### src/hdl/ccl_pkg.sv
// Package: register map, field positions and reset values of the channel latches
package ccl_pkg;

  localparam int unsigned NUM_CH = 4;

  // Register byte offsets
  localparam logic [7:0] CFG_BASE    = 8'h00; // Channel n config at CFG_BASE + 4*n
  localparam logic [7:0] STATUS_OFS  = 8'h10;
  localparam logic [7:0] CH_STRIDE   = 8'h04;

  // Field positions in a channel config word
  localparam int unsigned F_ENC_BYP_N  = 0;
  localparam int unsigned F_TX_CKSEL   = 1;
  localparam int unsigned F_TX_RATE    = 2;
  localparam int unsigned F_REFRAME    = 3;
  localparam int unsigned F_RX_PWR_ON  = 4;
  localparam int unsigned F_RX_BIST_N  = 5;
  localparam int unsigned F_TX_BIST_N  = 6;
  localparam int unsigned CFG_W        = 7;

  // Reset value: encoder on, refclk input, full rate, framer on, rx off, bist off
  localparam logic [6:0] CFG_RESET = 7'h6B;

  // Status word: bit n = channel n has invalid rate/speed combination
  localparam int unsigned F_ST_BAD_RATE = 0;

  // AXI4-Lite responses
  localparam logic [1:0] RESP_OKAY   = 2'h0;
  localparam logic [1:0] RESP_SLVERR = 2'h2;

  // One channel's latch set
  typedef struct packed {
    logic tx_selftest_off_n;
    logic rx_selftest_off_n;
    logic rx_channel_power_on;
    logic reframe_enable;
    logic tx_pll_rate_select;
    logic tx_input_clock_select;
    logic encoder_bypass_n;
  } ccl_cfg_s;

  // Per-channel decoded controls to the datapath
  typedef struct packed {
    logic       encode_on;
    logic       capture_on_refclk;
    logic       align_buffer_bypass;
    logic       capture_both_edges;
    logic [4:0] pll_multiplier;
    logic       txclk_out_double;
    logic       framer_hold;
    logic       rx_power_down;
    logic       rx_selftest_en;
    logic       tx_selftest_en;
  } ccl_ctl_s;

  localparam logic [4:0] PLL_MULT_FULL = 5'h0A; // x10
  localparam logic [4:0] PLL_MULT_HALF = 5'h14; // x20

endpackage : ccl_pkg

### src/hdl/ccl_channel_config_latches.sv
// Per-channel configuration latches with an AXI4-Lite register slave
// Register map, byte offsets on a 32-bit bus
//   Offset 0x00 + 4*n: latch word of channel n, bits [6:0]
//   Offset 0x10: status word, read-only
//   Other offsets answer SLVERR and touch nothing
// Latch word bits
//   Bit 0 encoder on, bit 1 reference-clock capture
//   Bit 2 double rate, bit 3 reframe enable
//   Bit 4 receive power on, bit 5 receive self-test off
//   Bit 6 transmit self-test off, bits 31:7 read as zero
// Status word
//   Bit n high while channel n asks for double rate on a low strap
//   Other bits read as zero; writes are accepted and ignored
// Decoded controls, one set per channel
//   Encoder on, capture clock, phase-buffer bypass, both-edge capture
//   PLL multiplier, clock-output doubling, framer hold
//   Receive power-down, receive and transmit self-test enables
// Write timing
//   Address and data taken in either order, each on its own ready
//   Commit one edge after both halves are held, response raised there
//   No new halves taken while a response waits, so one write in flight
//   Decoded controls follow one edge after the latch word
// Read timing
//   Address taken while no read data waits
//   Data and response registered one edge later, held until taken
// Reset
//   Asynchronous, every latch at its initialization value
//   Decoded controls reset to the matching image, so no step on release
//   Strap synchroniser starts low; status bits settle a few edges later
// Strap inputs
//   Each strap passes three flops; a change counts once the last two agree
//   A one-edge glitch between stages two and three is ignored
// Limitations
//   Reserved rate and strap combination is flagged, never blocked
//   Software sees the flag and undoes the write itself
//   Only byte lane 0 carries latch bits; without it a write changes nothing
//   Unaligned offsets are refused rather than rounded down
// Trade-offs
//   Commit takes one extra edge so split halves pair without a bypass path
//   Controls are registered, costing one edge, to keep outputs glitch-free
//
// The implementer's own choices: the register addresses and the AXI4-Lite slave port.
module ccl_channel_config_latches #(
  parameter int unsigned NCH = ccl_pkg::NUM_CH
) (
  input  wire logic                clk,
  input  wire logic                rst_n,
  // AXI4-Lite slave
  input  wire logic [7:0]          s_axi_awaddr,
  input  wire logic                s_axi_awvalid,
  output logic                     s_axi_awready,
  input  wire logic [31:0]         s_axi_wdata,
  input  wire logic [3:0]          s_axi_wstrb,
  input  wire logic                s_axi_wvalid,
  output logic                     s_axi_wready,
  output logic [1:0]               s_axi_bresp,
  output logic                     s_axi_bvalid,
  input  wire logic                s_axi_bready,
  input  wire logic [7:0]          s_axi_araddr,
  input  wire logic                s_axi_arvalid,
  output logic                     s_axi_arready,
  output logic [31:0]              s_axi_rdata,
  output logic [1:0]               s_axi_rresp,
  output logic                     s_axi_rvalid,
  input  wire logic                s_axi_rready,
  // Speed range straps, one per channel, asynchronous
  input  wire logic [NCH-1:0]      speed_range_select,
  // Decoded per-channel controls
  output ccl_pkg::ccl_ctl_s [NCH-1:0] chan_ctl
);

  typedef struct packed {
    // Latch image, one set per channel
    ccl_pkg::ccl_cfg_s [NCH-1:0] cfg;
    // Write halves waiting to pair
    logic                        aw_held;
    logic [7:0]                  aw_addr;
    logic                        w_held;
    logic [31:0]                 w_data;
    logic [3:0]                  w_strb;
    // Write response
    logic                        bvalid;
    logic [1:0]                  bresp;
    // Read response
    logic                        rvalid;
    logic [1:0]                  rresp;
    logic [31:0]                 rdata;
    // Strap synchroniser stages and settled value
    logic [NCH-1:0]              spd_s1;
    logic [NCH-1:0]              spd_s2;
    logic [NCH-1:0]              spd_s3;
    logic [NCH-1:0]              spd_q;
    // Status flags and decoded controls
    logic [NCH-1:0]              bad_rate;
    ccl_pkg::ccl_ctl_s [NCH-1:0] ctl;
  } ccl_state_s;

  ccl_state_s st_reg;
  ccl_state_s st_next;

  // Channel index width; a lone channel still needs one bit
  localparam int unsigned CH_IDX_W = (NCH > 1) ? $clog2(NCH) : 1;

  // Address decode helper: valid flag over the byte offset of a config word
  // Unaligned or out-of-range offsets come back invalid; all but the status offset answer SLVERR
  function automatic logic [8:0] ccl_decode(input logic [7:0] addr);
    logic [8:0] res;
    logic       aligned;
    logic       in_range;
    res      = 9'h000;
    aligned  = (addr[1:0] == 2'h0);
    in_range = (addr < ccl_pkg::CFG_BASE + 8'(NCH) * ccl_pkg::CH_STRIDE);
    if (aligned && in_range) begin
      res = {1'b1, addr - ccl_pkg::CFG_BASE};
    end
    return res;
  endfunction : ccl_decode

  logic                wr_go;
  logic                rd_go;
  logic [8:0]          wr_dec;
  logic [8:0]          rd_dec;
  logic [CH_IDX_W-1:0] wr_ch;
  logic [CH_IDX_W-1:0] rd_ch;

  // Each write half refused while it is held or a response is pending
  assign s_axi_awready = !st_reg.aw_held && !st_reg.bvalid;
  assign s_axi_wready  = !st_reg.w_held && !st_reg.bvalid;
  // Read address refused while read data waits
  assign s_axi_arready = !st_reg.rvalid;
  // Responses and controls straight from registers
  assign s_axi_bvalid  = st_reg.bvalid;
  assign s_axi_bresp   = st_reg.bresp;
  assign s_axi_rvalid  = st_reg.rvalid;
  assign s_axi_rresp   = st_reg.rresp;
  assign s_axi_rdata   = st_reg.rdata;
  assign chan_ctl      = st_reg.ctl;

  // Next-state logic: bus slave, latches, decode
  always_comb begin
    st_next = st_reg;
    wr_go   = 1'b0;
    rd_go   = 1'b0;
    wr_dec  = 9'h000;
    rd_dec  = 9'h000;
    wr_ch   = '0;
    rd_ch   = '0;

    // Capture address and data in either order
    if (s_axi_awvalid && s_axi_awready) begin
      st_next.aw_held = 1'b1;
      st_next.aw_addr = s_axi_awaddr;
    end
    if (s_axi_wvalid && s_axi_wready) begin
      st_next.w_held = 1'b1;
      st_next.w_data = s_axi_wdata;
      st_next.w_strb = s_axi_wstrb;
    end

    // Commit write once both halves are held
    // Held halves pair here, whichever edge each arrived on
    wr_go = st_reg.aw_held && st_reg.w_held;
    if (wr_go) begin
      wr_dec         = ccl_decode(st_reg.aw_addr);
      wr_ch          = CH_IDX_W'(wr_dec[7:2]);
      st_next.aw_held = 1'b0;
      st_next.w_held  = 1'b0;
      st_next.bvalid  = 1'b1;
      st_next.bresp   = ccl_pkg::RESP_OKAY;
      if (wr_dec[8]) begin
        // Only byte lane 0 holds latch bits; other lanes ignored
        if (st_reg.w_strb[0]) begin
          st_next.cfg[wr_ch] = st_reg.w_data[ccl_pkg::CFG_W-1:0];
        end
      end else if (st_reg.aw_addr == ccl_pkg::STATUS_OFS) begin
        // Status is read-only; the write is accepted and dropped
        st_next.bresp = ccl_pkg::RESP_OKAY;
      end else begin
        // Unmapped offset refused, nothing touched
        st_next.bresp = ccl_pkg::RESP_SLVERR;
      end
    end
    // Response dropped on the edge it is taken
    if (st_reg.bvalid && s_axi_bready) begin
      st_next.bvalid = 1'b0;
    end

    // Read path: one-cycle latency after address taken
    rd_go = s_axi_arvalid && s_axi_arready;
    if (rd_go) begin
      rd_dec         = ccl_decode(s_axi_araddr);
      rd_ch          = CH_IDX_W'(rd_dec[7:2]);
      st_next.rvalid = 1'b1;
      st_next.rresp  = ccl_pkg::RESP_OKAY;
      st_next.rdata  = 32'h0000_0000;
      if (rd_dec[8]) begin
        // Latch word in the low bits, the rest zero
        st_next.rdata[ccl_pkg::CFG_W-1:0] = st_reg.cfg[rd_ch];
      end else if (s_axi_araddr == ccl_pkg::STATUS_OFS) begin
        // One flag bit per channel
        st_next.rdata[ccl_pkg::F_ST_BAD_RATE +: NCH] = st_reg.bad_rate;
      end else begin
        // Unmapped offset, data left zero
        st_next.rresp = ccl_pkg::RESP_SLVERR;
      end
    end else if (st_reg.rvalid && s_axi_rready) begin
      st_next.rvalid = 1'b0;
    end

    // Strap synchroniser: change counts when stages two and three agree
    // Stage one feeds only stage two, so a metastable value stays contained
    st_next.spd_s1 = speed_range_select;
    st_next.spd_s2 = st_reg.spd_s1;
    st_next.spd_s3 = st_reg.spd_s2;
    for (int i = 0; i < NCH; i++) begin
      if (st_reg.spd_s2[i] == st_reg.spd_s3[i]) begin
        st_next.spd_q[i] = st_reg.spd_s3[i];
      end
    end

    // status flag: double rate while the strap reads low
    for (int i = 0; i < NCH; i++) begin
      st_next.bad_rate[i] = st_reg.cfg[i].tx_pll_rate_select && !st_reg.spd_q[i];
    end

    // Per-channel control decode, registered so outputs never glitch
    for (int i = 0; i < NCH; i++) begin
      st_next.ctl[i].encode_on           = st_reg.cfg[i].encoder_bypass_n;

      st_next.ctl[i].capture_on_refclk   = st_reg.cfg[i].tx_input_clock_select;
      st_next.ctl[i].align_buffer_bypass = st_reg.cfg[i].tx_input_clock_select;
      // input clock capture when select is 0 (capture_on_refclk low)

      st_next.ctl[i].capture_both_edges  = st_reg.cfg[i].tx_input_clock_select &&
                                           st_reg.cfg[i].tx_pll_rate_select;

      if (st_reg.cfg[i].tx_pll_rate_select) begin
        st_next.ctl[i].pll_multiplier    = ccl_pkg::PLL_MULT_HALF;
      end else begin
        st_next.ctl[i].pll_multiplier    = ccl_pkg::PLL_MULT_FULL;
      end
      st_next.ctl[i].txclk_out_double    = st_reg.cfg[i].tx_pll_rate_select;

      st_next.ctl[i].framer_hold         = !st_reg.cfg[i].reframe_enable;

      st_next.ctl[i].rx_power_down       = !st_reg.cfg[i].rx_channel_power_on;

      st_next.ctl[i].rx_selftest_en      = !st_reg.cfg[i].rx_selftest_off_n;
      st_next.ctl[i].tx_selftest_en      = !st_reg.cfg[i].tx_selftest_off_n;
    end
  end

  // Reset image of the decoded controls, matching latch reset values
  localparam ccl_pkg::ccl_ctl_s CTL_RESET = '{
    encode_on:           1'b1,
    capture_on_refclk:   1'b1,
    align_buffer_bypass: 1'b1,
    capture_both_edges:  1'b0,
    pll_multiplier:      ccl_pkg::PLL_MULT_FULL,
    txclk_out_double:    1'b0,
    framer_hold:         1'b0,
    rx_power_down:       1'b1,
    rx_selftest_en:      1'b0,
    tx_selftest_en:      1'b0
  };

  // State register; latches take their initialization values
  // Reset branch loads constants only, so release needs no settling
  always_ff @(posedge clk or negedge rst_n) begin
    if (!rst_n) begin
      st_reg <= '0;
      for (int i = 0; i < NCH; i++) begin
        st_reg.cfg[i] <= ccl_pkg::CFG_RESET;
        st_reg.ctl[i] <= CTL_RESET;
      end
    end else begin
      st_reg <= st_next;
    end
  end

endmodule : ccl_channel_config_latches

### config.mk
export PLATFORM = sky130hd
export DESIGN_NAME = ccl_channel_config_latches
export DESIGN_NICKNAME = d
export VERILOG_FILES = /design/src/hdl/ccl_pkg.sv /design/src/hdl/ccl_channel_config_latches.sv
export SDC_FILE = /design/constraint.sdc
export NUM_CORES = 1
export LEC_CHECK = 0
export BUFFER_PORTS_ARGS = -buffer_cell sky130_fd_sc_hd__buf_2
export CAP_MARGIN = 20
export CORE_ASPECT_RATIO = 2
export CORE_MARGIN = 2
export CORE_UTILIZATION = 30
export CTS_BUF_LIST = sky130_fd_sc_hd__clkbuf_8 sky130_fd_sc_hd__clkbuf_16
export DETAILED_ROUTE_END_ITERATION = 8
export GPL_TIMING_DRIVEN = 0
export PLACE_DENSITY = 0.59
export SETUP_SLACK_MARGIN = 0.3
export SYNTH_ARGS = -nofsm -noshare
export SYNTH_HDL_FRONTEND = slang
export SYNTH_SLANG_ARGS = --single-unit
### constraint.sdc
create_clock -name clk -period 1.9 [get_ports clk]
set_input_delay 0.095 -clock clk [delete_from_list [all_inputs] [get_ports clk]]
set_output_delay 0.095 -clock clk [all_outputs]
set_load 0.02 [all_outputs]
==> impl_metrics.xml <==
<?xml version="1.0" encoding="UTF-8"?>
<metrics>
  <group name="clock_tree">
    <metric name="cts.htree.levels" unit="">4</metric>
    <metric name="cts.sink_count" unit="">113</metric>
    <metric name="tritoncts.num_buffers" unit="">17</metric>
    <metric name="clock_tree_from_tritoncts" unit="">done</metric>
    <metric name="clock_insertion_delay_at_the_later_pin_of_the_skew_report" unit="ps">410</metric>
    <metric name="max-clock-path-buffers" unit="">2</metric>
    <metric name="cts-root-buf" unit="">clkbuf_16</metric>
    <metric name="clk_pin_slew" unit="ps">60</metric>
  </group>
  <group name="setup_path">
    <metric name="worstSetupPathType" unit="">register to register</metric>
    <metric name="worst_ep_required_time" unit="ps">2230</metric>
    <metric name="timing.rr.start" unit="">st_reg[150]$_DFFE_PN0P_</metric>
    <metric name="cp_max_fo" unit="">3</metric>
    <metric name="worst_setup_path_end_kind" unit="">register</metric>
    <metric name="timing.critical_path.from" unit="">st_reg[150]$_DFFE_PN0P_</metric>
    <metric name="crit_path_launch_type" unit="">register</metric>
    <metric name="critical_path_arrival" unit="ps">2040</metric>
  </group>
  <group name="power">
    <metric name="netSwitchingFraction" unit="%">26.56</metric>
    <metric name="cell_internal_pwr" unit="mW">6.036</metric>
    <metric name="power.share.clock" unit="%">42.0</metric>
    <metric name="vdd.ir_drop.worst" unit="mV">0.6662</metric>
    <metric name="p_leak" unit="nW">3.283</metric>
    <metric name="power_switching" unit="mW">2.182</metric>
    <metric name="cellPowerDensity" unit="nW/um^2">1199</metric>
    <metric name="power.share.combinational" unit="%">19.6</metric>
    <metric name="seq_power_share" unit="%">38.4</metric>
    <metric name="totalPowerFinal" unit="mW">8.218</metric>
  </group>
  <group name="yosys">
    <metric name="mappedNetlistArea" unit="sq um">4808</metric>
    <metric name="synth_flop_cell" unit="">dfrtp_1</metric>
    <metric name="ys_top_cells_by_area" unit="">dfrtp_1, dfstp_2, buf_4</metric>
    <metric name="synth_cell_types" unit="">33</metric>
    <metric name="post_synthesis_async_set_or_reset_flop_share" unit="%">100.0</metric>
    <metric name="synth.yosys.seq_area_share" unit="%">59.74</metric>
    <metric name="yosys_warnings" unit="">0</metric>
    <metric name="syn-mean-instance-area" unit="sq um">13.36</metric>
    <metric name="number_of_enable_type_register_cells_in_the_synthesized_netlist" unit="">0</metric>
    <metric name="post-synth-top-area-fraction" unit="%">40.07</metric>
    <metric name="synth-seq-cells" unit="">113</metric>
    <metric name="largest_area_contributor_in_the_synthesized_netlist" unit="">dfrtp_1</metric>
    <metric name="post-synth-top-count-cell" unit="">buf_4</metric>
    <metric name="syn_inst" unit="">360</metric>
    <metric name="synth.top_cells.by_count" unit="">buf_4, dfrtp_1, mux2_2, dfstp_2, inv_1</metric>
  </group>
  <group name="route">
    <metric name="route.antenna.remaining_nets" unit="">0</metric>
    <metric name="drt_first_iter_violations" unit="">124</metric>
    <metric name="drt_pass1_iterations" unit="">4</metric>
    <metric name="count_of_unresolved_drc_violations_after_routing" unit="">0</metric>
    <metric name="drt_wl_total" unit="mm">10.02</metric>
    <metric name="post_drt_wl_per_cell" unit="microns">13.15</metric>
    <metric name="route.vias.total" unit="">3027</metric>
    <metric name="post_drt_via_cell_ratio" unit="">3.972</metric>
  </group>
  <group name="global_routing">
    <metric name="track_usage" unit="%">12.57</metric>
    <metric name="maximum_number_of_pins_on_one_net_before_global_route_repair" unit="">61</metric>
    <metric name="globalRoute.totalOverflow" unit="">0</metric>
    <metric name="grt_pass1_vias" unit="">3189</metric>
    <metric name="grt_first_pass_wirelength" unit="mm">16.13</metric>
    <metric name="grt_antenna_before_repair" unit="">0</metric>
  </group>
  <group name="floorplanning">
    <metric name="core_region_area" unit="sq um">15700</metric>
    <metric name="io_pins" unit="">160</metric>
    <metric name="fp.dieArea" unit="sq um">17120</metric>
    <metric name="start_util" unit="%">30.63</metric>
    <metric name="rows" unit="">65</metric>
    <metric name="die_h" unit="microns">183.0</metric>
    <metric name="dieWidth" unit="microns">93.52</metric>
  </group>
  <group name="sta">
    <metric name="report.final.setup_viol" unit="">0</metric>
    <metric name="max_slew_margin" unit="%">49.32</metric>
    <metric name="number_of_max_slew_violations_in_the_final_report" unit="">0</metric>
    <metric name="postLayoutSetupSlackWorst" unit="ps">186.6</metric>
    <metric name="timing.final.crit_share" unit="%">90.18</metric>
    <metric name="fin_worst_skew" unit="ps">4.491</metric>
    <metric name="final.min_clock_period" unit="ps">1713</metric>
    <metric name="clock.fmax" unit="MHz">583.6</metric>
    <metric name="worst-slew-pin-transition" unit="ps">760.1</metric>
    <metric name="hold-worst-slack" unit="ps">32.33</metric>
    <metric name="grt_setup_unrepaired" unit="">true</metric>
    <metric name="finalHoldViolations" unit="">0</metric>
  </group>
  <group name="layout">
    <metric name="layout.filler_cells" unit="">1443</metric>
    <metric name="layout.cells.non_filler" unit="">762</metric>
    <metric name="design.final.nets" unit="">611</metric>
    <metric name="largest_reg_flops" unit="">46</metric>
    <metric name="drive_above_1_share" unit="%">59.89</metric>
    <metric name="layout-area-overhead-vs-synth" unit="%">42.52</metric>
    <metric name="final_design_area_no_fill" unit="sq um">6853</metric>
    <metric name="ant_diodes" unit="">0</metric>
  </group>
  <group name="flow_run">
    <metric name="max_cap_viol_count" unit="">0</metric>
  </group>
  <group name="place">
    <metric name="numPortBuffers" unit="">98</metric>
    <metric name="globalplace.congestion" unit="">0.6985</metric>
    <metric name="place.detailed.hpwl" unit="mm">7.028</metric>
    <metric name="worst_setup_timing_slack_at_the_placement_stage" unit="ps">-64.15</metric>
    <metric name="dp_cells" unit="">690</metric>
    <metric name="placed_cell_area" unit="sq um">5713</metric>
  </group>
  <group name="worst_hold_path">
    <metric name="hp-start" unit="">s_axi_araddr[0]</metric>
    <metric name="hp-class" unit="">input port to register</metric>
  </group>
  <group name="outcome">
    <metric name="status" unit="">complete, no violations</metric>
  </group>
</metrics>
==> cell type report <==
cell class,instances,area [sq um],area share (%)
buffer,100,726.9,10.61
clock buffer,18,439.2,6.409
clock inverter,14,214.0,3.122
inverter,22,82.58,1.205
multi-input combinational,155,1351,19.72
sequential,113,2874,41.94
tap,201,251.5,3.670
timing repair buffer,139,913.4,13.33
==> path summary, 6_finish.rpt <==
path / to / slack (ps) / cells past startpoint
min in group asynchronous: chan_ctl[10]$_DFF_PN0_ / 280 / 2
max in group asynchronous: chan_ctl[44]$_DFF_PN1_ / 820 / 3
setup reg to reg: st_next[11]$_DFFE_PN1P_ / 190 / 5
hold reg to reg: st_next[67]$_DFF_PN0_ / 350 / 0
hold / removal: s_axi_rdata[0]$_DFFE_PN0P_ / 30 / 4
setup / recovery: st_next[11]$_DFFE_PN1P_ / 190 / 5
==> per-stage QoR <==
stage / utilization [%] / TNS [ps]
2_1_floorplan: - / 0
6_report: 43.66 / 0
3_3_place_gp: 36.21 / -32960
4_1_cts: 43.23 / 0
3_5_place_dp: 36.40 / -483.5
5_1_grt: 43.66 / 0
==> logic make-up (layout without fill, tap and decap cells) <==
logic type      Yosys count  after routing  share of synthesized area, %
simple gates             40             40                         5.751
buf+inv                 122            293                         16.73
other cells               1             31                       0.07799
compound gates           27             27                         3.903
flops                   113            113                         59.75
fa+ha+maj                 4              4                        0.8327
mux                      53             53                         12.96
==> power by group through the flow <==
stage | clock (mW) | sequential, mW | combinational [mW]
2_1_floorplan | 0 | 3.10 | 1.04
4_1_cts | 3.53 | 3.15 | 1.57
5_1_grt | 3.65 | 3.22 | 1.75
3_5_place_dp | 0 | 3.19 | 1.39
6_report | 3.45 | 3.16 | 1.61
3_3_place_gp | 0 | 3.16 | 1.34
==> layer usage <==
metal,track usage [%],routed length (microns),vias to the layer above,share of wire [%]
li1,-,-,1450,-
met1,12.26,3495,1454,35
met2,23.17,5657,103,56
met3,3.615,581,20,5.8
met4,6.824,289,0,2.9
met5,0,0,-,0
==> critical path, stage by stage, from the launching register on <==
cell and delay, ps:
dfrtp_1 410, nand2_4 70, or4_4 490, nor2_4 200, buf_12 140, mux2_2 330
==> layout by cell type (no fill, tap or decap), types with 3 or more instances in the layout <==
cell type / Yosys / routed
mux4_2: 3 / 3
nand3b_1: 4 / 4
clkbuf_1: 7 / 5
a32oi_1: 3 / 3
mux2_4: 0 / 24
bufinv_16: 0 / 5
clkinvlp_4: 0 / 4
nand2_1: 5 / 5
o21a_1: 3 / 3
dfrtp_1: 77 / 76
inv_1: 22 / 24
maj3_1: 4 / 4
mux2_2: 43 / 20
buf_4: 92 / 103
nor4_4: 3 / 3
dlygate4sd3_1: 0 / 23
clkbuf_16: 0 / 17
conb_1: 1 / 31
and2_1: 6 / 6
dfstp_2: 36 / 36
buf_2: 1 / 98
buf_6: 0 / 6
mux2i_1: 6 / 6
nor2_1: 10 / 8
o21ai_0: 10 / 10
a22o_1: 6 / 6
==> repair_timing <==
action                     CTS  global route
hold buffers                23             0
hold endpoints to repair    62             0
gates resized for setup     17            16
pin swaps                    7             7
setup endpoints to repair   28            36
buffers inserted            15             2
Note: power is estimated with default switching activity, not from simulation.
